## config.mk

```make
export PLATFORM = sky130hd
export DESIGN_NAME = link_status_indicator
export DESIGN_NICKNAME = d
export VERILOG_FILES = /design/src/link_status_indicator.v
export VERILOG_INCLUDE_DIRS = /design/src
export SDC_FILE = /design/constraint.sdc
export NUM_CORES = 1
export LEC_CHECK = 0
export BUFFER_PORTS_ARGS = -buffer_cell sky130_fd_sc_hd__buf_4
export CAP_MARGIN = 5
export CORE_ASPECT_RATIO = 0.75
export CORE_MARGIN = 2
export CORE_UTILIZATION = 65
export DETAILED_ROUTE_END_ITERATION = 16
export PLACE_DENSITY = 0.91
export SLEW_MARGIN = 20
export SYNTH_ARGS = -nofsm -noshare
export SYNTH_HDL_FRONTEND = slang
export SYNTH_SLANG_ARGS = --single-unit
```

## constraint.sdc

```tcl
create_clock -name clk -period 4.7 [get_ports clk]
set_input_delay 0.47 -clock clk [delete_from_list [all_inputs] [get_ports clk]]
set_output_delay 0.47 -clock clk [all_outputs]
set_load 0.03 [all_outputs]
```

## src/link_status_defines.vh

```
// Constants for the repeater link status indicator.
`ifndef LINK_STATUS_DEFINES_VH
`define LINK_STATUS_DEFINES_VH
`define CLK_FREQ_HZ 125000000
`define RX_TIMEOUT_MS 500
`define RX_TIMEOUT_CYCLES ((`CLK_FREQ_HZ / 1000) * `RX_TIMEOUT_MS)
`define NUM_PORTS 3
`define LED_OFF 2'h0
`define LED_GREEN 2'h1
`define LED_ORANGE 2'h2
`define LED_RED 2'h2
`define ERR_HOLD_CYCLES 32'h007FFFFF
`endif

```

## src/link_status_indicator.v

```verilog
// Port and system status indicators with fault relay for a three-port repeater.
// Function
// - System indicator green when every port receives and supply is adequate.
// - System indicator red when any port saw no data for 500 ms.
// - Supply low keeps system indicator dark and opens the fault relay.
// - Port indicator off after 500 ms without received data.
// - Port indicator green while receiving with no error detected.
// - Port indicator orange on echo error of a receiving port.
// - Port indicator orange on jabber or fragment on a receiving port.
// - Relay opens on any 500 ms silence, closed only when all receive.
`timescale 1ns/1ps
`include "link_status_defines.vh"

// ----------------------------------------
// Link status indicator
// ----------------------------------------
// Each port watches its receive line for activity, errors and silence.
// The three port states and the supply supervision are then folded into
// one system indicator and one fault relay output.
// Every event and supply input is asynchronous, so each passes two flip-flops
// before any logic reads it.
// All outputs come straight from registers, so the lamp and relay drivers
// never see a combinational glitch.
module link_status_indicator #(
    parameter NUM_PORTS = `NUM_PORTS,
    parameter [31:0] TIMEOUT_CYCLES = `RX_TIMEOUT_CYCLES,
    parameter [31:0] ERR_HOLD = `ERR_HOLD_CYCLES
) (
    // Clock and reset.
    input wire clk,
    input wire rst_n,
    // Per-port events from the receive paths, asynchronous to clk.
    input wire [NUM_PORTS-1:0] rx_activity,
    input wire [NUM_PORTS-1:0] echo_error,
    input wire [NUM_PORTS-1:0] malformed_packet,
    // Analog supervision, asynchronous.
    input wire supply_low,
    // Indicators and relay.
    output reg [2*NUM_PORTS-1:0] port_led,
    output reg [1:0] system_led,
    output reg relay_closed
);

    // ----------------------------------------
    // Local constants
    // ----------------------------------------
    // Width of the packed synchroniser word: three events per port and supply low.
    localparam SYNC_W = 3 * NUM_PORTS + 1;

    // ----------------------------------------
    // Colour selection
    // ----------------------------------------
    // Picks a port colour from its loss and error state.
    // Loss wins over errors, because an orange lamp on a silent port would
    // hide a broken link behind a mere error warning.
    function [1:0] port_colour;
        input lost_in;
        input err_in;
        begin
            if (lost_in) begin
                port_colour = `LED_OFF;
            end else if (err_in) begin
                port_colour = `LED_ORANGE;
            end else begin
                port_colour = `LED_GREEN;
            end
        end
    endfunction

    // ----------------------------------------
    // Input synchronisers
    // ----------------------------------------
    reg [SYNC_W-1:0] sync1;
    reg [SYNC_W-1:0] sync2;
    reg [NUM_PORTS-1:0] act_prev;

    // First stage catches the asynchronous levels and may go metastable.
    always @(posedge clk) begin
        if (!rst_n) begin
            sync1 <= {SYNC_W{1'b0}};
        end else begin
            sync1 <= {supply_low, malformed_packet, echo_error, rx_activity};
        end
    end

    // Second stage is the only reader of the first stage.
    always @(posedge clk) begin
        if (!rst_n) begin
            sync2 <= {SYNC_W{1'b0}};
        end else begin
            sync2 <= sync1;
        end
    end

    // History of the settled activity lines for edge detection.
    // It resets to the idle level of the lines, so no false edge follows reset.
    always @(posedge clk) begin
        if (!rst_n) begin
            act_prev <= {NUM_PORTS{1'b0}};
        end else begin
            act_prev <= sync2[NUM_PORTS-1:0];
        end
    end

    // Settled fields of the synchroniser word.
    wire [NUM_PORTS-1:0] act_s;
    wire [NUM_PORTS-1:0] echo_s;
    wire [NUM_PORTS-1:0] mal_s;
    wire low_s;

    assign act_s = sync2[NUM_PORTS-1:0];
    assign echo_s = sync2[2*NUM_PORTS-1:NUM_PORTS];
    assign mal_s = sync2[3*NUM_PORTS-1:2*NUM_PORTS];
    assign low_s = sync2[3*NUM_PORTS];

    // ----------------------------------------
    // Per-port timers and error stretchers
    // ----------------------------------------
    wire [NUM_PORTS-1:0] lost_flag;
    wire [NUM_PORTS-1:0] err_flag;
    wire [2*NUM_PORTS-1:0] next_port_led;

    genvar i;
    generate
        for (i = 0; i < NUM_PORTS; i = i + 1) begin : g_port
            reg [31:0] idle_cnt;
            reg [31:0] next_idle_cnt;
            reg lost;
            reg next_lost;
            reg [31:0] err_cnt;
            reg [31:0] next_err_cnt;
            wire edge_seen;
            wire err_now;

            // Any change of the settled line, rising or falling, counts as activity.
            assign edge_seen = act_s[i] ^ act_prev[i];
            assign err_now = echo_s[i] | mal_s[i];

            // Inactivity timer restarts on any activity edge.
            // When it reaches the timeout it holds and flags the port as lost.
            always @* begin
                next_idle_cnt = idle_cnt;
                next_lost = lost;
                if (edge_seen) begin
                    next_idle_cnt = 32'h00000000;
                    next_lost = 1'b0;
                end else if (idle_cnt >= TIMEOUT_CYCLES - 32'h00000001) begin
                    next_lost = 1'b1;
                end else begin
                    next_idle_cnt = idle_cnt + 32'h00000001;
                end
            end

            // Timer registers; a port counts as lost until it is first heard.
            always @(posedge clk) begin
                if (!rst_n) begin
                    idle_cnt <= 32'h00000000;
                    lost <= 1'b1;
                end else begin
                    idle_cnt <= next_idle_cnt;
                    lost <= next_lost;
                end
            end

            // Error stretcher keeps orange visible after a one-cycle error pulse.
            // A new error reloads the hold time, so a burst reads as one long warning.
            always @* begin
                next_err_cnt = err_cnt;
                if (err_now) begin
                    next_err_cnt = ERR_HOLD;
                end else if (err_cnt != 32'h00000000) begin
                    next_err_cnt = err_cnt - 32'h00000001;
                end
            end

            // Stretcher register.
            always @(posedge clk) begin
                if (!rst_n) begin
                    err_cnt <= 32'h00000000;
                end else begin
                    err_cnt <= next_err_cnt;
                end
            end

            // Port state seen by the colour choice and the system logic.
            assign lost_flag[i] = lost;
            assign err_flag[i] = err_now | (err_cnt != 32'h00000000);
            assign next_port_led[2*i+1:2*i] = port_colour(lost, err_flag[i]);
        end
    endgenerate

    // ----------------------------------------
    // System indicator and relay
    // ----------------------------------------
    reg [1:0] next_system_led;
    reg next_relay_closed;

    // Supply low wins over everything; then any lost port gives red and an open relay.
    // The relay closes only when every port is receiving.
    always @* begin
        next_system_led = `LED_OFF;
        next_relay_closed = 1'b0;
        if (low_s) begin
            next_system_led = `LED_OFF;
            next_relay_closed = 1'b0;
        end else if (~|lost_flag) begin
            next_system_led = `LED_GREEN;
            next_relay_closed = 1'b1;
        end else begin
            next_system_led = `LED_RED;
            next_relay_closed = 1'b0;
        end
    end

    // ----------------------------------------
    // Output registers
    // ----------------------------------------
    // All lamps dark and the relay open while reset is held.
    always @(posedge clk) begin
        if (!rst_n) begin
            port_led <= {NUM_PORTS{`LED_OFF}};
            system_led <= `LED_OFF;
            relay_closed <= 1'b0;
        end else begin
            port_led <= next_port_led;
            system_led <= next_system_led;
            relay_closed <= next_relay_closed;
        end
    end

endmodule // link_status_indicator

```

Word-level counts from Yosys, hierarchy flattened
Index checks and enable logic that the tools add are counted.
W data, S select, Z words.
{ "word_totals": {"ff_bits": 227, "in_bits": 12, "out_inout_bits": 9, "elab_cells": 76} }
{ "classes": {"add_sub_neg": 6, "order_cmp": 3, "muxes": 17, "n_bitwise": 10, "n_reduce_logical": 20} }
{ "op_table": {"columns": ["operator", "n"], "rows": [
  ["$mux W23", 6],
  ["$add A32 B1 Y32 const B", 3],
  ["$ge A32 B26 Y1 const B", 3],
  ["$reduce_bool A32 Y1", 3],
  ["$sub A32 B1 Y32 const B", 3],
  ["$reduce_or A2 Y1", 10],
  ["$reduce_bool A2 Y1", 6],
  ["$mux W2", 4],
  ["$mux W1", 7],
  ["$or A1 B1 Y1", 6],
  ["$reduce_or A3 Y1", 1],
  ["$xor A1 B1 Y1", 3],
  ["$not A1 Y1", 1]
]} }

Longest topological paths before layout
Gate-level depths: netlist of run 1.
{ "logic_depth": {"ltp_word": 3, "ltp_mapped": 10, "ltp_nobuf": 8} }

Worst setup path before layout of run 1
No wires, ideal clock.
{ "synth_timing": {"kind": "reg-to-reg", "from": "register g_port[1].err_cnt[0]", "to": "register g_port[1].err_cnt[17]", "setup_ps": 130, "t_arrival_ps": 2395, "required_ps": 4570, "path_slack_ps": 2175, "stages_incl_launch_ff": 11, "n_path_buf": 2, "synth_period_minus_slack_ps": 2525, "cell_sequence": "dfxtp_1 -> inv_1 -> ha_1 -> or3b_2 -> or4_1 -> buf_2 -> or3_1 -> buf_2 -> nand4b_1 -> xor2_1 -> a21boi_1"} }
{ "synth_between": {"elab_chain_cells": 3, "word_cells_on_any_way": 5, "cone_classes": "1 x add/sub; 2 x mux; 2 x reduce/logical"} }
{ "synth_lines": {"columns": ["element", "line", "rtl"], "rows": [
  ["from (decl)", "link_status_indicator.v:130", "reg [31:0] err_cnt;"],
  ["from (signal assigned)", "link_status_indicator.v:181", "err_cnt <= next_err_cnt;"],
  ["$sub A32 B1 Y32", "link_status_indicator.v:172", "next_err_cnt = err_cnt - 32'h00000001;"],
  ["$mux W23", "link_status_indicator.v:171", "end else if (err_cnt != 32'h00000000) begin"],
  ["$mux W23", "link_status_indicator.v:169", "if (err_now) begin"]
]} }
Parallel ways exist; a longest one is shown, timed or not. The select of a mux whose other input is x is not followed.
A chain may end at the register's enable or synchronous reset.

Worst setup path after layout of run 1
{ "layout_timing": {"from": "register g_port[1].err_cnt[0]", "to": "register g_port[1].err_cnt[9]"} }
The elaborated chain is that of the path after synthesis.

==> impl_table.tex, run 1 <==
\begin{tabular}{lr}
\hline
Metric & Value \\
\hline
\multicolumn{2}{l}{\textbf{STA}} \\
\quad Final hold viol count & 0 \\
\quad Count of pins over their slew limit & 0 \\
\quad Fin Setup TNS & 0 ns \\
\quad RSZ-0062 raised after global routing & no \\
\quad Setup Viol. Count Final & 0 \\
\quad Relative slew margins & 31.0\% \\
\quad Transition time at the pin with the least slew margin & 1.03 ns \\
\quad Hold slack & 0.175 ns \\
\quad Worst Slack Setup Final & 1.83 ns \\
\quad Time the final worst path needs with I/O delays and setup & 2.87 ns \\
\quad Highest Clock Rate & 0.348 GHz \\
\quad Post-route fraction of the period consumed by the critical path & 61.1\% \\
\quad Worst clock skew & 0.0156 ns \\
\multicolumn{2}{l}{\textbf{GRT}} \\
\quad Global-route wire length before repair & 35,800 um \\
\quad Overflow left after global routing & 0 \\
\quad Antenna violations before repair & 0 \\
\quad GRT Overall Usage & 25.2\% \\
\quad Pin count of the biggest net entering global routing & 71 \\
\quad Number of global-route vias before repair & 7,841 \\
\multicolumn{2}{l}{\textbf{Run}} \\
\quad Number of max-cap violations & 0 \\
\multicolumn{2}{l}{\textbf{Critical path}} \\
\quad Crit path cell chain & inv\_1 > ha\_1 > or3b\_2 > or4\_1 > nor3\_2 > nor4\_1 > xnor2\_1 > a21boi\_0 \\
\quad Master of the slowest instance on the critical path & or4\_1 \\
\quad Register-to-Register Setup Slack & 1.83 ns \\
\quad Reg2Reg Launch Point & g\_port[1].err\_cnt[0]\$\_SDFFE\_PN0N\_ \\
\quad Critical-path maximum fanout & 8 \\
\quad Slowest Stage Delay on Critical Path & 0.61 ns \\
\quad CP required & 5.06 ns \\
\quad Critical path start-end classification & reg2reg \\
\quad Number of cells traversed by the worst register-to-register path & 8 \\
\quad Worst flop-to-flop path endpoint & g\_port[1].err\_cnt[9]\$\_SDFFE\_PN0N\_ \\
\quad Worst path arrival time & 3.23 ns \\
\quad Critical Path End Type & flop \\
\quad Critical Path Source Type & flop \\
\multicolumn{2}{l}{\textbf{Logic synthesis}} \\
\quad Syn nets & 1,160 \\
\quad Async S/R FF share, synth & 0\% \\
\quad Post-Syn Area & 0.0101 mm2 \\
\quad Syn Area/Cell & 8.82 um2 \\
\quad Post-synth top area cell & dfxtp\_1 \\
\quad Synth cell types & 60 \\
\quad Seq cells post-synth & 226 \\
\quad Leading register cell type out of synthesis & dfxtp\_1 \\
\quad Top post-synthesis cells by count & 226 x dfxtp\_1, 112 x nor2\_1, 79 x nand2\_1 \\
\quad Top cell type's share of synthesized area & 44.9\% \\
\quad Mapped Cells & 1,142 \\
\quad Most instantiated library cell after synthesis & dfxtp\_1 \\
\quad Count of flip-flops with a built-in enable after synthesis & 0 \\
\quad Top post-synthesis cells by area & dfxtp\_1 45\%, xor2\_1 5.8\%, a21boi\_0 4.5\% \\
\quad Ys Warns & 0 \\
\quad Post-synthesis sequential area ratio & 44.9\% \\
\multicolumn{2}{l}{\textbf{CTS}} \\
\quad Number of buffers added for setup after CTS & 0 \\
\quad Clock transition at the registers of the reported paths & 0.07 ns \\
\quad Skew-Pair Late Insertion Delay & 0.51 ns \\
\quad CTS tree & yes \\
\quad TritonCTS sink count & 226 \\
\quad Post-CTS Resized & 0 \\
\quad Number of levels the H-tree was split into & 1 \\
\quad CTS hold repair buffers & 0 \\
\quad CTS buffer count & 22 \\
\quad CTS root buf & clkbuf\_16 \\
\quad Buffer depth of the longest clock path & 3 \\
\multicolumn{2}{l}{\textbf{Place}} \\
\quad Final estimated routing congestion in global placement & 0.848 \\
\quad Count of input and output buffers & 20 \\
\quad Number of cells in the design after placement & 1,328 \\
\quad Dpl hpwl & 13,100 um \\
\quad Pre-CTS worst setup slack & 1.96 ns \\
\multicolumn{2}{l}{\textbf{Power}} \\
\quad P\_leak & 3.97 nW \\
\quad Part of the power in registers & 48.3\% \\
\quad Switch share & 24.8\% \\
\quad Maximum vdd drop & 0.340 mV \\
\quad Total internal power & 0.00330 W \\
\quad Comb pwr share & 10.2\% \\
\quad Net switching power of the design & 0.00109 W \\
\quad Clock network fraction of total power & 41.6\% \\
\quad PwrDens & 395 mW/mm2 \\
\multicolumn{2}{l}{\textbf{Die}} \\
\quad Rows & 39 \\
\quad Die width & 148 um \\
\quad Number of placed I/O pins & 21 \\
\quad Core footprint & 0.0152 mm2 \\
\quad Die extent in y & 112 um \\
\quad Effective utilization at floorplan & 66.4\% \\
\quad Total die area & 0.0165 mm2 \\
\multicolumn{2}{l}{\textbf{Layout}} \\
\quad Growth of design area from synthesis to finish & 10.4\% \\
\quad Final cell count without fillers & 1,366 \\
\quad Final-layout fill cell count & 1,125 \\
\quad Share of cells above drive strength 1 & 6.89\% \\
\quad Total inserted antenna cells & 0 \\
\quad Nets & 1,165 \\
\multicolumn{2}{l}{\textbf{Route}} \\
\quad Routed wire length per instance & 15.2 um \\
\quad Starting DRC count in detailed routing & 452 \\
\quad Met3 Wirelength & 830 um \\
\quad Via density per instance & 6.06 \\
\quad Post-Route M1 WL & 9470 um \\
\quad Post-detailed-route count of antenna-violating nets & 0 \\
\quad Post-detailed-routing wire length & 20,800 um \\
\quad Highest layer used for signal routing & met4 \\
\quad DRC violation count after routing & 0 \\
\quad Met2 routed WL & 9960 um \\
\quad TritonRoute pass-1 iters & 6 \\
\quad Vias & 8,280 \\
\multicolumn{2}{l}{\textbf{Status}} \\
\quad Result of the run & finished, final reports clean \\
\multicolumn{2}{l}{\textbf{Hold path}} \\
\quad Hold crit path type & in2reg \\
\quad Hold Startpoint & rx\_activity[1] \\
\quad Endpoint, Worst Hold & sync1[1]\$\_SDFF\_PN0\_ \\
\quad Number of stages on the worst hold path & 2 \\
\hline
\end{tabular}
==> worst max-delay path by stage <==
stage                                     endpoint  cells after the start                           startpoint
2_1_floorplan   g_port[1].err_cnt[17]$_SDFFE_PN0N_                     10    g_port[1].err_cnt[0]$_SDFFE_PN0N_
3_3_place_gp    g_port[1].err_cnt[17]$_SDFFE_PN0N_                      8    g_port[1].err_cnt[0]$_SDFFE_PN0N_
3_5_place_dp    g_port[1].err_cnt[17]$_SDFFE_PN0N_                      8    g_port[1].err_cnt[0]$_SDFFE_PN0N_
4_1_cts          g_port[1].err_cnt[9]$_SDFFE_PN0N_                      8    g_port[1].err_cnt[0]$_SDFFE_PN0N_
5_1_grt        g_port[1].idle_cnt[16]$_SDFFE_PP0N_                      6  g_port[1].idle_cnt[31]$_SDFFE_PP0N_
6_report         g_port[1].err_cnt[9]$_SDFFE_PN0N_                      8    g_port[1].err_cnt[0]$_SDFFE_PN0N_
==> power by group through the flow <==
stage / combinational, W / clock (W) / sequential (W)
after floorplan: 0.000356 / 0 / 0.00213
after global placement: 0.000419 / 0 / 0.00215
after detailed placement: 0.000435 / 0 / 0.00216
after CTS: 0.000445 / 0.00185 / 0.00212
after global routing: 0.000500 / 0.00194 / 0.00213
final: 0.000446 / 0.00183 / 0.00212
==> logic make-up (layout without fill, tap and decap cells) <==
kind of cell	after synthesis	after routing	share of synthesized area, %
fa+ha+maj	6	6	0.745
mux	4	4	0.397
simple gates	516	516	27.6
buf+inv	60	79	2.33
flops	226	226	44.9
xor+xnor	117	117	10.2
compound gates	213	213	13.8
==> stage by stage <==
stage	utilization (%)	area, um2	power [W]
2_1_floorplan	-	10100	0.00249
3_3_place_gp	68.2	10400	0.00257
3_5_place_dp	68.2	10400	0.00259
4_1_cts	73.2	11100	0.00441
5_1_grt	73.3	11100	0.00457
6_report	73.3	11100	0.00439
==> flip-flops by register name, summed over array words and instances (netlist names) <==
| signal | flops |
|---|---|
| g_port.err_cnt | 96 |
| act_prev | 3 |
| sync1 | 10 |
| g_port.idle_cnt | 96 |
| system_led | 2 |
| sync2 | 10 |
| port_led | 6 |
| g_port.lost | 3 |
==> metal layers <==
| layer | track usage (%) | vias to the layer above |
|---|---|---|
| met4 | 7.76 | 0 |
| met2 | 42.8 | 190 |
| met3 | 3.44 | 51 |
| met1 | 33.5 | 3928 |
| li1 | - | 4111 |
| met5 | 0 | - |
==> cells in the final DEF, fill, tap and decap left out, types with 32 or more instances in the layout <==
cell type    n
or3_1       38
nand3_1     43
nand2_1     79
a21boi_0    61
a21oi_1     44
or4_1       32
o21ai_0     51
nor2_1     112
dfxtp_1    226
xor2_1      67
nor3_1      43
xnor2_1     50
nor4_1      39
==> cell type report <==
class / count / area [um2] / share of cell area (%)
clock inverters: 10 / 139 / 1.25
repair buffers: 26 / 195 / 1.76
well taps: 205 / 256 / 2.31
clock buffers: 28 / 614 / 5.53
inverters: 15 / 56.3 / 0.506
multi-input cells: 856 / 5330 / 48.0
flip-flops and latches: 226 / 4520 / 40.7
==> worst max-delay path: cells and delay by family (launching register included) <==
kind	cells	cell delay (ns)
compound gates	1	0.14
xor+xnor	1	0.22
fa+ha+maj	1	0.20
buf+inv	1	0.09
flops	1	0.33
simple gates	4	1.75
Power figures use the tool's default switching activity.
==> inputs of run 2 (changes only) <==
--- a/config.mk
+++ b/config.mk
@@ -10,9 +10,9 @@
 export CAP_MARGIN = 5
 export CORE_ASPECT_RATIO = 0.75
 export CORE_MARGIN = 2
-export CORE_UTILIZATION = 65
+export CORE_UTILIZATION = 56
 export DETAILED_ROUTE_END_ITERATION = 16
-export PLACE_DENSITY = 0.91
+export PLACE_DENSITY = 0.84
 export SLEW_MARGIN = 20
 export SYNTH_ARGS = -nofsm -noshare
 export SYNTH_HDL_FRONTEND = slang
==> constraint.sdc (replaced) <==
create_clock -name clk -period 2.35 [get_ports clk]
set_input_delay 0.235 -clock clk [delete_from_list [all_inputs] [get_ports clk]]
set_output_delay 0.235 -clock clk [all_outputs]
set_load 0.03 [all_outputs]
==> impl_table.tex, run 2 (synthesized netlist as in run 1, its figures left out) <==
\begin{tabular}{lr}
\hline
Metric & Value \\
\hline
\multicolumn{2}{l}{\textbf{Layout}} \\
\quad Share of cells above drive strength 1 & 14.5\% (+7.6 points) \\
\quad Nets & 1,244 (+6.8\%) \\
\quad Post-Layout Inst Area & 0.0120 mm2 (+8.0\%) \\
\quad Growth of design area from synthesis to finish & 19.1\% \\
\quad Leading cell type in the layout, fill and taps excluded & dfxtp\_1 \\
\quad Total inserted antenna cells & 0 (unchanged) \\
\quad Final cell count without fillers & 1,483 (+8.6\%) \\
\quad Most frequent cells in the layout & 224 x dfxtp\_1, 112 x nor2\_1, 88 x buf\_4, 76 x nand2\_1, 66 x xor2\_1 \\
\quad Post-Route Utilization & 68.0\% (-5.3 points) \\
\quad Registers with the most flip-flops & g\_port.err\_cnt (96), g\_port.idle\_cnt (96) \\
\multicolumn{2}{l}{\textbf{CTS}} \\
\quad Clock transition at the registers of the reported paths & 0.06 ns (about the same) \\
\quad Buffer depth of the longest clock path & 3 (unchanged) \\
\quad Number of levels the H-tree was split into & 1 (unchanged) \\
\quad TritonCTS sink count & 226 (unchanged) \\
\quad Skew-Pair Late Insertion Delay & 0.50 ns (about the same) \\
\quad CTS root buf & clkbuf\_16 \\
\quad CTS tree & yes \\
\quad CTS buffer count & 23 (+4.5\%) \\
\multicolumn{2}{l}{\textbf{Die}} \\
\quad Die extent in y & 120 um (+7.5\%) \\
\quad Rows & 42 (+7.7\%) \\
\quad Total die area & 0.0191 mm2 (+16\%) \\
\quad Number of placed I/O pins & 21 (unchanged) \\
\quad Effective utilization at floorplan & 57.1\% (-9.3 points) \\
\quad Core footprint & 0.0177 mm2 (+16\%) \\
\quad Die width & 159 um (+7.5\%) \\
\multicolumn{2}{l}{\textbf{STA}} \\
\quad Worst clock skew & 0.00613 ns (-0.00950 ns) \\
\quad Post-route fraction of the period consumed by the critical path & 103\% (+41 points) \\
\quad Final hold viol count & 0 (unchanged) \\
\quad Setup Viol. Count Final & 6 (+6) \\
\quad Worst Slack Setup Final & -0.0603 ns (-1.89 ns) \\
\quad Transition time at the pin with the least slew margin & 0.553 ns (-0.478 ns) \\
\quad Relative slew margins & 62.8\% (+32 points) \\
\quad Time the final worst path needs with I/O delays and setup & 2.41 ns (-0.463 ns) \\
\quad Count of pins over their slew limit & 0 (unchanged) \\
\quad RSZ-0062 raised after global routing & yes \\
\quad Highest Clock Rate & 0.415 GHz (+19\%) \\
\multicolumn{2}{l}{\textbf{Critical path}} \\
\quad Critical Path Source Type & flop \\
\quad Worst path arrival time & 2.80 ns (-0.43 ns) \\
\quad Critical Path End Type & flop \\
\quad Critical path start-end classification & reg2reg \\
\quad Critical-path maximum fanout & 5 (-3) \\
\quad CP required & 2.73 ns (-2.33 ns) \\
\multicolumn{2}{l}{\textbf{Place}} \\
\quad Dpl hpwl & 14,100 um (+7.9\%) \\
\quad Pre-CTS worst setup slack & -0.124 ns (-2.09 ns) \\
\quad Number of cells in the design after placement & 1,431 (+7.8\%) \\
\quad Placed instance area & 0.0109 mm2 (+5.7\%) \\
\quad Final estimated routing congestion in global placement & 0.799 (-5.8\%) \\
\quad Count of input and output buffers & 20 (unchanged) \\
\multicolumn{2}{l}{\textbf{GRT}} \\
\quad Overflow left after global routing & 0 (unchanged) \\
\quad Antenna violations before repair & 0 (unchanged) \\
\quad Pin count of the biggest net entering global routing & 62 (-13\%) \\
\quad Number of global-route vias before repair & 7,971 (+1.7\%) \\
\quad Global-route wire length before repair & 37,200 um (+4.2\%) \\
\quad GRT Overall Usage & 22.5\% (-2.7 points) \\
\multicolumn{2}{l}{\textbf{Route}} \\
\quad Via density per instance & 5.72 (-5.7\%) \\
\quad Vias & 8,481 (+2.4\%) \\
\quad TritonRoute pass-1 iters & 5 (-1) \\
\quad Post-detailed-routing wire length & 21,800 um (+4.9\%) \\
\quad Post-detailed-route count of antenna-violating nets & 0 (unchanged) \\
\quad DRC violation count after routing & 0 (unchanged) \\
\quad Starting DRC count in detailed routing & 700 (+55\%) \\
\quad Routed wire length per instance & 14.7 um (-3.4\%) \\
\multicolumn{2}{l}{\textbf{Power}} \\
\quad PwrDens & 760 mW/mm2 (+92\%) \\
\quad Total design power & 0.00912 W (+110\%) \\
\quad P\_leak & 4.40 nW (+11\%) \\
\quad Maximum vdd drop & 0.483 mV (+42\%) \\
\multicolumn{2}{l}{\textbf{Status}} \\
\quad Violated checks & negative setup slack \\
\quad Result of the run & finished with violations \\
\multicolumn{2}{l}{\textbf{Run}} \\
\quad Number of max-cap violations & 0 (unchanged) \\
\multicolumn{2}{l}{\textbf{Hold path}} \\
\quad Hold crit path type & in2reg \\
\hline
\end{tabular}
-- run 2: cell types whose count changed in the layout (fill, tap and decap cells not counted), sizes merged --
cell,change
dlygate4sd3,+10
buf,+68
clkinvlp,+1
bufinv,-1
clkbuf,+6
clkinv,-4
-- run 2: path summary, 6_finish.rpt --
kind	end	slack [ns]	startpoint	cells after the start
worst max-delay path	g_port[1].err_cnt[28]$_SDFFE_PP0P_	-0.06	g_port[1].err_cnt[5]$_SDFFE_PN0N_	7
worst min-delay path	g_port[2].lost$_SDFFE_PN1P_	0.04	rst_n	2
worst max register to register	g_port[1].err_cnt[28]$_SDFFE_PP0P_	-0.06	g_port[1].err_cnt[5]$_SDFFE_PN0N_	7
worst min register to register	sync2[4]$_SDFF_PN0_	0.43	sync1[4]$_SDFF_PN0_	1
-- run 2: report_power, final --
group	switching, W	internal, W	total (W)
clock network	0.00147	0.00229	0.00376
logic	0.000607	0.000541	0.00115
registers	0.000177	0.00403	0.00421
total	0.00226	0.00686	0.00912
-- run 2: critical path, stage by stage, from the launching register on --
cell,delay [ns]
dfxtp_2,0.32
or4_4,0.54
or4_4,0.56
buf_6,0.15
or3_4,0.36
nor4_4,0.16
xnor2_1,0.15
nor2_1,0.05
-- run 2: area by class of cell --
| class | instances | area, um2 |
|---|---|---|
| clock buffer | 34 | 707 |
| clock inverter | 6 | 85.1 |
| fill | 1359 | 5650 |
| inverter | 15 | 56.3 |
| multi-input combinational | 856 | 5480 |
| sequential | 226 | 4530 |
| tap | 242 | 303 |
| timing repair buffer | 104 | 846 |
-- run 2: through the flow --
step / TNS [ns] / hold WS [ns]
after floorplan: -0.335 / 0.362
after global placement: -0.146 / 0.410
after detailed placement: -1.07 / 0.419
after CTS: -0.0553 / 0.0294
after global routing: -1.02 / 0.0538
final: -0.0801 / 0.0416
-- run 2: layer usage --
layer | GRT usage, % | wire (um)
met5 | 0 | 0
met4 | 5.97 | 486
met3 | 3.46 | 901
met2 | 37.2 | 10000
met1 | 30.9 | 10400
-- run 2: timing repair --
item,in CTS,in global routing
hold buffers,10,0
setup buffers,1,1
endpoints found under the hold margin,10,0
gates resized for setup,16,30
pin swaps,3,15
setup endpoints to repair,28,66
